### config.mk
export PLATFORM = sky130hd
export DESIGN_NAME = isrb_top
export DESIGN_NICKNAME = d
export VERILOG_FILES = /design/src/isrb_top.v
export VERILOG_INCLUDE_DIRS = /design/src /design/src/inc
export SDC_FILE = /design/constraint.sdc
export NUM_CORES = 1
export LEC_CHECK = 0
export BUFFER_PORTS_ARGS = -buffer_cell sky130_fd_sc_hd__buf_2
export CORE_MARGIN = 4
export CORE_UTILIZATION = 41
export CTS_CLUSTER_DIAMETER = 150
export DETAILED_ROUTE_END_ITERATION = 8
export GPL_ROUTABILITY_DRIVEN = 0
export PLACE_DENSITY = 0.77
export SLEW_MARGIN = 20
export SYNTH_ARGS = -nofsm -noshare
export SYNTH_HDL_FRONTEND = slang
export SYNTH_SLANG_ARGS = --single-unit
### constraint.sdc
create_clock -name clk -period 1.9 [get_ports clk]
set_input_delay 0 -clock clk [delete_from_list [all_inputs] [get_ports clk]]
set_output_delay 0 -clock clk [all_outputs]
set_load 0.02 [all_outputs]
### src/inc/isrb_defs.vh
// What this block does
// Periodic timers 3 and 2 capture: PD4/PB2 and PD2/PB3 by select bit.
// Periodic timers 1 and 0 capture: PC4/PE3 and PC2/PF5 by select bit.
// Standard timers 2 and 1 capture: PD6/PF7 and PD0/PB6 by select bit.
// Standard timer 0 capture comes from PC6 or PE1 by select bit.
// Serial chip select comes from PA1 or PF0 by select bit.
// Serial data in from PA4/PF2, serial clock in from PA5/PF3.
// External interrupts 3 and 2 come from PA5/PC7 and PA4/PD0.
// External interrupts 1 and 0 come from PA3/PA7 and PA1/PA6.
// UART 1 receive from PD1/PF6, UART 0 receive from PA6/PD4.
// Unimplemented select bits read zero and ignore writes.
// Readback mode is on only while the key holds 11001010.
// With readback off, pins follow their selected function only.
// With readback on, a port read returns the real pin levels.
// Readback off: pin for inputs and I2C, latch or zero for outputs, zero analog.
// Readback off: analog path open only when its analog function is selected.
// Readback on: the selected analog channel path is forced on.
// Smallest variant has no selection register for upper timer inputs.
// Upper timer inputs come from port H at 0, alternate pin at 1.
// All select bits and the key clear to zero at reset.
`ifndef ISRB_DEFS_VH
`define ISRB_DEFS_VH

// Register byte offsets
`define ISRB_OFS_CAPTURE  8'h00
`define ISRB_OFS_SERIAL   8'h04
`define ISRB_OFS_UPPER    8'h08
`define ISRB_OFS_UART     8'h0C
`define ISRB_OFS_KEY      8'h10

// Implemented bits per register
`define ISRB_MASK_CAPTURE 8'h7F
`define ISRB_MASK_SERIAL  8'h7F
`define ISRB_MASK_UPPER   8'hFF
`define ISRB_MASK_UART    8'h03

// Reset values
`define ISRB_RST_SEL      8'h00
`define ISRB_RST_KEY      8'h00

// Readback unlock pattern
`define ISRB_KEY_UNLOCK   8'hCA

// Capture select field positions
`define ISRB_B_PT3_CAP    6
`define ISRB_B_PT2_CAP    5
`define ISRB_B_PT1_CAP    4
`define ISRB_B_PT0_CAP    3
`define ISRB_B_ST2_CAP    2
`define ISRB_B_ST1_CAP    1
`define ISRB_B_ST0_CAP    0

// Serial and interrupt select field positions
`define ISRB_B_CS         6
`define ISRB_B_SDI        5
`define ISRB_B_SCK        4
`define ISRB_B_IRQ3       3
`define ISRB_B_IRQ2       2
`define ISRB_B_IRQ1       1
`define ISRB_B_IRQ0       0

// Upper timer select fields: clocks at 7..4, captures at 3..0
`define ISRB_B_UP_CLK     4
`define ISRB_B_UP_CAP     0

// UART select field positions
`define ISRB_B_RX1        1
`define ISRB_B_RX0        0

`endif

### src/isrb_top.v
// Added by the designer: the register addresses and the Avalon-MM interface to the registers.
`timescale 1ns/1ps
`include "isrb_defs.vh"

module isrb_top #(
  parameter HAS_UPPER_SEL = 1
) (
  // Clock and reset
  input  wire        clk,
  input  wire        rst,
  // Avalon-MM slave
  input  wire [7:0]  avs_address,
  input  wire        avs_read,
  input  wire        avs_write,
  input  wire [31:0] avs_writedata,
  input  wire [3:0]  avs_byteenable,
  output reg  [31:0] avs_readdata,
  output reg         avs_waitrequest,
  // Package pin levels
  input  wire [7:0]  pa_in,
  input  wire [7:0]  pb_in,
  input  wire [7:0]  pc_in,
  input  wire [7:0]  pd_in,
  input  wire [7:0]  pe_in,
  input  wire [7:0]  pf_in,
  input  wire [7:0]  pg_in,
  input  wire [7:0]  ph_in,
  input  wire [7:0]  pj_in,
  // Routed peripheral inputs
  output reg  [7:0]  ptimer_capture_input,
  output reg  [2:0]  stimer_capture_input,
  output reg  [7:4]  ptimer_clock_input,
  output reg         serial_chip_select,
  output reg         serial_data_in,
  output reg         serial_clock_in,
  output reg  [3:0]  ext_irq_in,
  output reg  [1:0]  uart_receive_in,
  // Port read request from the core
  input  wire        port_rd_req,
  input  wire [7:0]  port_rd_pin,
  input  wire [7:0]  port_rd_latch,
  input  wire [7:0]  port_direction_bit,
  input  wire [7:0]  port_rd_is_input,
  input  wire [7:0]  port_rd_is_i2c,
  input  wire [7:0]  port_rd_is_analog,
  output reg  [7:0]  port_rd_data,
  output reg         port_rd_valid,
  // Analog path control
  input  wire [3:0]  adc_chan_sel,
  input  wire [15:0] an_func_sel,
  output reg  [15:0] an_path_on,
  // Diagnostic state
  output reg         readback_mode_enable
);

  // Two-way source choice
  function pin_pick;
    input sel;
    input prim;
    input alt;
    begin
      pin_pick = sel ? alt : prim;
    end
  endfunction

  // Register address decode
  function [2:0] reg_index;
    input [7:0] addr;
    begin
      case (addr)
        `ISRB_OFS_CAPTURE: reg_index = 3'h0;
        `ISRB_OFS_SERIAL:  reg_index = 3'h1;
        `ISRB_OFS_UPPER:   reg_index = 3'h2;
        `ISRB_OFS_UART:    reg_index = 3'h3;
        `ISRB_OFS_KEY:     reg_index = 3'h4;
        default:           reg_index = 3'h7;
      endcase
    end
  endfunction

  reg  [7:0] capture_sel_r;
  reg  [7:0] serial_sel_r;
  reg  [7:0] upper_sel_r;
  reg  [7:0] uart_sel_r;
  reg  [7:0] key_r;
  reg  [7:0] rd_byte_nxt;
  reg  [7:0] port_rd_nxt;
  wire [7:0] upper_eff;
  wire [2:0] wr_idx;
  wire       wr_take;
  wire       key_open;
  wire [3:0] up_clk_prim;
  wire [3:0] up_clk_alt;
  wire [3:0] up_cap_prim;
  wire [3:0] up_cap_alt;
  wire [3:0] up_clk_nxt;
  wire [3:0] up_cap_nxt;
  wire [15:0] an_path_nxt;

  assign wr_idx  = reg_index(avs_address);
  assign wr_take = avs_write && !avs_waitrequest && avs_byteenable[0];

  // upper select absent
  assign upper_eff = (HAS_UPPER_SEL != 0) ? upper_sel_r : `ISRB_RST_SEL;

  // Read data mux
  always @*
  begin
    rd_byte_nxt = 8'h00;
    case (reg_index(avs_address))
      3'h0: rd_byte_nxt = capture_sel_r;
      3'h1: rd_byte_nxt = serial_sel_r;
      3'h2: rd_byte_nxt = upper_eff;
      3'h3: rd_byte_nxt = uart_sel_r;
      3'h4: rd_byte_nxt = key_r;
      default: rd_byte_nxt = 8'h00;
    endcase
  end

  // Bus handshake states
  localparam BUS_IDLE = 1'h0;
  localparam BUS_ACK  = 1'h1;

  reg        bus_state_r;
  reg        bus_state_nxt;

  // Next bus state: answer one cycle after a request is seen
  always @*
  begin
    bus_state_nxt = BUS_IDLE;
    case (bus_state_r)
      BUS_IDLE:
      begin
        if (avs_read || avs_write)
          bus_state_nxt = BUS_ACK;
      end
      BUS_ACK:
      begin
        bus_state_nxt = BUS_IDLE;
      end
      default:
      begin
        bus_state_nxt = BUS_IDLE;
      end
    endcase
  end

  // Bus handshake: one wait cycle, then accept
  always @(posedge clk)
  begin
    if (rst)
    begin
      bus_state_r     <= BUS_IDLE;
      avs_waitrequest <= 1'b1;
      avs_readdata    <= 32'h00000000;
    end
    else
    begin
      bus_state_r     <= bus_state_nxt;
      avs_waitrequest <= (bus_state_nxt != BUS_ACK);
      if (bus_state_nxt == BUS_ACK)
        avs_readdata <= {24'h000000, rd_byte_nxt};
    end
  end

  // Register writes
  always @(posedge clk)
  begin
    // reset to primary
    if (rst)
    begin
      capture_sel_r <= `ISRB_RST_SEL;
      serial_sel_r  <= `ISRB_RST_SEL;
      upper_sel_r   <= `ISRB_RST_SEL;
      uart_sel_r    <= `ISRB_RST_SEL;
      key_r         <= `ISRB_RST_KEY;
    end
    else if (wr_take)
    begin
      // unimplemented bits masked
      case (wr_idx)
        3'h0: capture_sel_r <= avs_writedata[7:0] & `ISRB_MASK_CAPTURE;
        3'h1: serial_sel_r  <= avs_writedata[7:0] & `ISRB_MASK_SERIAL;
        3'h2: upper_sel_r   <= avs_writedata[7:0] & `ISRB_MASK_UPPER;
        3'h3: uart_sel_r    <= avs_writedata[7:0] & `ISRB_MASK_UART;
        3'h4: key_r         <= avs_writedata[7:0];
        default: key_r      <= key_r;
      endcase
    end
  end

  // key compare
  assign key_open = (key_r == `ISRB_KEY_UNLOCK);

  always @(posedge clk)
  begin
    if (rst)
      readback_mode_enable <= 1'b0;
    else
      readback_mode_enable <= key_open;
  end

  // Timer captures, low-numbered and upper
  always @(posedge clk)
  begin
    if (rst)
    begin
      ptimer_capture_input      <= 8'h00;
      stimer_capture_input      <= 3'h0;
    end
    else
    begin
      // periodic timers 3 and 2
      ptimer_capture_input[3] <= pin_pick(capture_sel_r[`ISRB_B_PT3_CAP], pd_in[4], pb_in[2]);
      ptimer_capture_input[2] <= pin_pick(capture_sel_r[`ISRB_B_PT2_CAP], pd_in[2], pb_in[3]);
      // periodic timers 1 and 0
      ptimer_capture_input[1] <= pin_pick(capture_sel_r[`ISRB_B_PT1_CAP], pc_in[4], pe_in[3]);
      ptimer_capture_input[0] <= pin_pick(capture_sel_r[`ISRB_B_PT0_CAP], pc_in[2], pf_in[5]);
      // standard timers 2 and 1
      stimer_capture_input[2] <= pin_pick(capture_sel_r[`ISRB_B_ST2_CAP], pd_in[6], pf_in[7]);
      stimer_capture_input[1] <= pin_pick(capture_sel_r[`ISRB_B_ST1_CAP], pd_in[0], pb_in[6]);
      // standard timer 0
      stimer_capture_input[0] <= pin_pick(capture_sel_r[`ISRB_B_ST0_CAP], pc_in[6], pe_in[1]);
      // upper timer captures
      ptimer_capture_input[7:4] <= up_cap_nxt;
    end
  end

  // Serial, interrupt and UART inputs
  always @(posedge clk)
  begin
    if (rst)
    begin
      serial_chip_select <= 1'b0;
      serial_data_in     <= 1'b0;
      serial_clock_in    <= 1'b0;
      ext_irq_in         <= 4'h0;
      uart_receive_in    <= 2'h0;
    end
    else
    begin
      // chip select
      serial_chip_select <= pin_pick(serial_sel_r[`ISRB_B_CS], pa_in[1], pf_in[0]);
      // shared serial pins
      serial_data_in     <= pin_pick(serial_sel_r[`ISRB_B_SDI], pa_in[4], pf_in[2]);
      serial_clock_in    <= pin_pick(serial_sel_r[`ISRB_B_SCK], pa_in[5], pf_in[3]);
      // interrupts 3 and 2
      ext_irq_in[3]      <= pin_pick(serial_sel_r[`ISRB_B_IRQ3], pa_in[5], pc_in[7]);
      ext_irq_in[2]      <= pin_pick(serial_sel_r[`ISRB_B_IRQ2], pa_in[4], pd_in[0]);
      // interrupts 1 and 0
      ext_irq_in[1]      <= pin_pick(serial_sel_r[`ISRB_B_IRQ1], pa_in[3], pa_in[7]);
      ext_irq_in[0]      <= pin_pick(serial_sel_r[`ISRB_B_IRQ0], pa_in[1], pa_in[6]);
      // UART receive
      uart_receive_in[1] <= pin_pick(uart_sel_r[`ISRB_B_RX1], pd_in[1], pf_in[6]);
      uart_receive_in[0] <= pin_pick(uart_sel_r[`ISRB_B_RX0], pa_in[6], pd_in[4]);
    end
  end

  // Upper timer pin tables, index 0 is timer 4
  assign up_clk_prim = {ph_in[5], ph_in[4], ph_in[3], ph_in[2]};
  assign up_clk_alt  = {pj_in[4], pj_in[5], pj_in[6], pj_in[7]};
  assign up_cap_prim = {ph_in[7], ph_in[6], ph_in[1], ph_in[0]};
  assign up_cap_alt  = {pg_in[3], pg_in[2], pg_in[1], pg_in[0]};

  genvar gi;
  generate
    for (gi = 0; gi < 4; gi = gi + 1)
    begin : g_upper
      // upper timer routing
      assign up_clk_nxt[gi] = pin_pick(upper_eff[`ISRB_B_UP_CLK + gi],
                                       up_clk_prim[gi], up_clk_alt[gi]);
      assign up_cap_nxt[gi] = pin_pick(upper_eff[`ISRB_B_UP_CAP + gi],
                                       up_cap_prim[gi], up_cap_alt[gi]);
    end
  endgenerate

  always @(posedge clk)
  begin
    if (rst)
    begin
      ptimer_clock_input <= 4'h0;
    end
    else
    begin
      ptimer_clock_input <= up_clk_nxt;
    end
  end

  // Port read value per bit
  integer bi;
  always @*
  begin
    port_rd_nxt = 8'h00;
    for (bi = 0; bi < 8; bi = bi + 1)
    begin
      if (readback_mode_enable)
        // raw pin levels
        port_rd_nxt[bi] = port_rd_pin[bi];
      else if (port_rd_is_analog[bi])
        // analog reads zero
        port_rd_nxt[bi] = 1'b0;
      else if (port_rd_is_input[bi] || port_rd_is_i2c[bi])
        port_rd_nxt[bi] = port_rd_pin[bi];
      else
        // function-defined output value
        port_rd_nxt[bi] = port_direction_bit[bi] ? 1'b0 : port_rd_latch[bi];
    end
  end

  always @(posedge clk)
  begin
    if (rst)
    begin
      port_rd_data  <= 8'h00;
      port_rd_valid <= 1'b0;
    end
    else
    begin
      port_rd_valid <= port_rd_req;
      if (port_rd_req)
        port_rd_data <= port_rd_nxt;
    end
  end

  // Analog path switches
  generate
    for (gi = 0; gi < 16; gi = gi + 1)
    begin : g_an
      // path gating
      assign an_path_nxt[gi] = an_func_sel[gi] ||
                               (readback_mode_enable &&
                                ({28'h0000000, adc_chan_sel} == gi));
    end
  endgenerate

  always @(posedge clk)
  begin
    if (rst)
      an_path_on <= 16'h0000;
    else
      an_path_on <= an_path_nxt;
  end

endmodule

==> flow_metrics.tcl <==
set metrics [dict create \
    fin_crit_sh 0.942 \
    total_power_uw 4110 \
    wire_per_inst_um 16.6 \
    viasPerCell 5.00 \
    wl_mm 14.2 \
    drt-initial-drc-count 152 \
    cts-buffers-inserted 9 \
    synth_compound_area_frac 0.100 \
    core.rowCount 35 \
    fp.dieH_um 105 \
    cts_tree "yes" \
    synth.distinct_cells 34 \
    outcome "complete, no violations" \
    clk_path_buf_depth 2 \
    clock-root-buffer "clkbuf_8" \
    dieArea_um2 11100 \
    dr.pass1.iters 4 \
    synth_common_cells "97 x nor2_1, 92 x dfxtp_1, 53 x mux2i_1" \
    ir_drop_uv 405 \
    finalHoldViolations 0 \
    tns_ps 0 \
    crit_path_end_kind "flip-flop" \
    synth_seq_cells 92 \
    pre_cts_ws_ps 313 \
    yosys_warnings 0 \
    fin_hold_ws_ps 23.9 \
    synth_adder_area_share 0 \
    rr_startpoint "readback_mode_enable$_SDFF_PP0_" \
    hold_start "rst" \
    grt_max_degree 29 \
    ys.flop_type "dfxtp_1" \
    powerDensity_nw_per_um2 664 \
    ios 272 \
    dp_hpwl_mm 8.49 \
    netlist_area_um2 3880 \
    period_minus_slack_ps 1790 \
    ys_seq_area_frac 0.475 \
    clock_latency_ps 350 \
    hold_depth 2 \
    critPathRequiredTime_ps 2200 \
    die_w_um 105 \
    synth_mux_area_frac 0.143 \
    drc 0 \
    diodes 0 \
    cp-start-kind "flip-flop" \
    synth-xor-area-share 0 \
    async_reset_ff_frac 0 \
    io_buffer_count 190 \
    rsz0062_at_grt "no" \
    critPathMaxFanout 22 \
    finalClockSkew_ps 10.8 \
    min_to "ptimer_clock_input[4]$_SDFF_PP0_" \
    synthTopCellsByArea "dfxtp_1 48%, mux2i_1 14%, nor2_1 9.4%, buf_4 4.8%, a21oi_1 3.9%" \
    grt_pass1_vias 4522 \
    coreArea_um2 9240 \
    final_nets 913 \
    worst_pin_slew_ps 729 \
    worst-endpoint-arrival_ps 2080 \
    r2r_end "port_rd_data[5]$_SDFFE_PP0P_" \
    clk_pin_slew_worst_paths_ps 100 \
    area_growth_pct 59.5 \
    clock_sinks 92 \
    synth_area_leader_cell "dfxtp_1" \
    maxCapViolCount 0 \
    grt_usage 0.250 \
    synth_top_family_by_area "simple AND/OR/NAND/NOR gates" \
    stdcell_count 858 \
    p_leak_uw 0.00290 \
    max_freq_mhz 559 \
    synth_edf_count 0 \
    avgSynthCellArea_um2 9.12 \
    synth_top_area_frac 0.475 \
    setup_slack_ps 111 \
    finalSetupViolCount 0 \
    htree_levels 3 \
    path_class "reg2reg" \
    gr-total-overflow 0 \
    dp_cells 729 \
    r2r_cells 4 \
    ant_nets 0 \
    num_vias 4289 \
    antenna_found_initial 0 \
    grt_pass1_wl_mm 22.3 \
    hold_path.class "in2reg" \
    slew_viol_final 0 \
    start_util 0.419 \
    reg2reg_setup_slack_ps 110 \
    slew_headroom 0.513 \
    synth.most_common_cell "nor2_1" \
    yosys.area_share.simple 0.202 \
    drive_gt1_frac 0.305 \
    netlist_instances 425 \
]
[worst max-delay path: stages, from the launching register on]
cell and delay [ps]:
dfxtp_2 450, nor4b_2 340, nand2_1 80, a311oi_1 270, dlygate4sd3_1 590
[layout make-up]
type | instances | area [um2]
Clock inverter | 6 | 68.8
Sequential cell | 92 | 1840
Timing Repair Buffer | 310 | 2130
Fill cell | 711 | 3060
Clock buffer | 10 | 138
Inverter | 3 | 11.3
Multi-Input combinational cell | 308 | 1830
Tap cell | 129 | 161
[metal layers]
layer	global-route usage	share of wire	wire [um]	vias to the layer above
met3	0.0741	0.083	1180	45
met1	0.259	0.36	5100	1982
met2	0.465	0.52	7420	243
li1	-	-	-	2019
met5	0	0	0	-
met4	0.105	0.037	520	0
[power by group]
part | switching (uW) | internal (uW)
Clock | 725 | 659
Combinational | 366 | 349
Sequential | 19.6 | 1990
Total | 1110 | 3000
[sequential cells by signal, summed over array words and instances (netlist names)]
name                  cells
an_path_on               16
avs_readdata              8
avs_waitrequest           1
bus_state_r               1
capture_sel_r             7
ext_irq_in                4
key_r                     8
port_rd_data              8
port_rd_valid             1
ptimer_capture_input      8
ptimer_clock_input        4
readback_mode_enable      1
serial_chip_select        1
serial_clock_in           1
serial_data_in            1
serial_sel_r              7
stimer_capture_input      3
uart_receive_in           2
uart_sel_r                2
upper_eff                 8
[repair_timing]
item,CTS,global route
setup buffers,0,0
hold buffers,112,2
gates resized for setup,0,3
hold endpoints to repair,80,1
endpoints found under the setup margin,0,3
[kinds of logic after synthesis]
logic type / after synthesis
mux: 55
flops: 92
other cells: 1
simple gates: 164
buf+inv: 48
compound gates: 65
[per-stage QoR]
stage               area, um2  utilization
floorplan                3960            -
global placement         4830        0.523
detailed placement       4830        0.523
CTS                      6160        0.666
global route             6180        0.669
finish                   6180        0.669
[cells in the final DEF (no fill, tap or decap), types with 2 or more instances in the layout]
cell type      count
a21oi_1           30
nand3b_1           2
buf_2            190
a311oi_1           7
nand4b_1           2
a31oi_1            3
a32oi_1            7
inv_6              2
dfxtp_1           91
mux2_2             2
nand2_1           22
buf_4              7
and2_1             2
nor2_1            97
and3_1             4
conb_1            24
mux2i_1           53
and4b_1            2
dlygate4sd3_1    113
inv_1              3
nor4b_1            8
nor2b_1            5
nand3_1           12
o21ai_0           16
clkinv_2           2
clkbuf_8          10
[worst max-delay path by stage]
stage	cells after the start	start	endpoint
CTS	4	readback_mode_enable$_SDFF_PP0_	port_rd_data[1]$_SDFFE_PP0P_
global placement	4	avs_waitrequest$_SDFF_PP1_	key_r[5]$_SDFFE_PP0P_
floorplan	5	avs_waitrequest$_SDFF_PP1_	key_r[0]$_SDFFE_PP0P_
finish	4	readback_mode_enable$_SDFF_PP0_	port_rd_data[5]$_SDFFE_PP0P_
detailed placement	4	avs_waitrequest$_SDFF_PP1_	key_r[4]$_SDFFE_PP0P_
global route	4	readback_mode_enable$_SDFF_PP0_	port_rd_data[5]$_SDFFE_PP0P_
No activity file was read; power rests on OpenSTA's default activity.
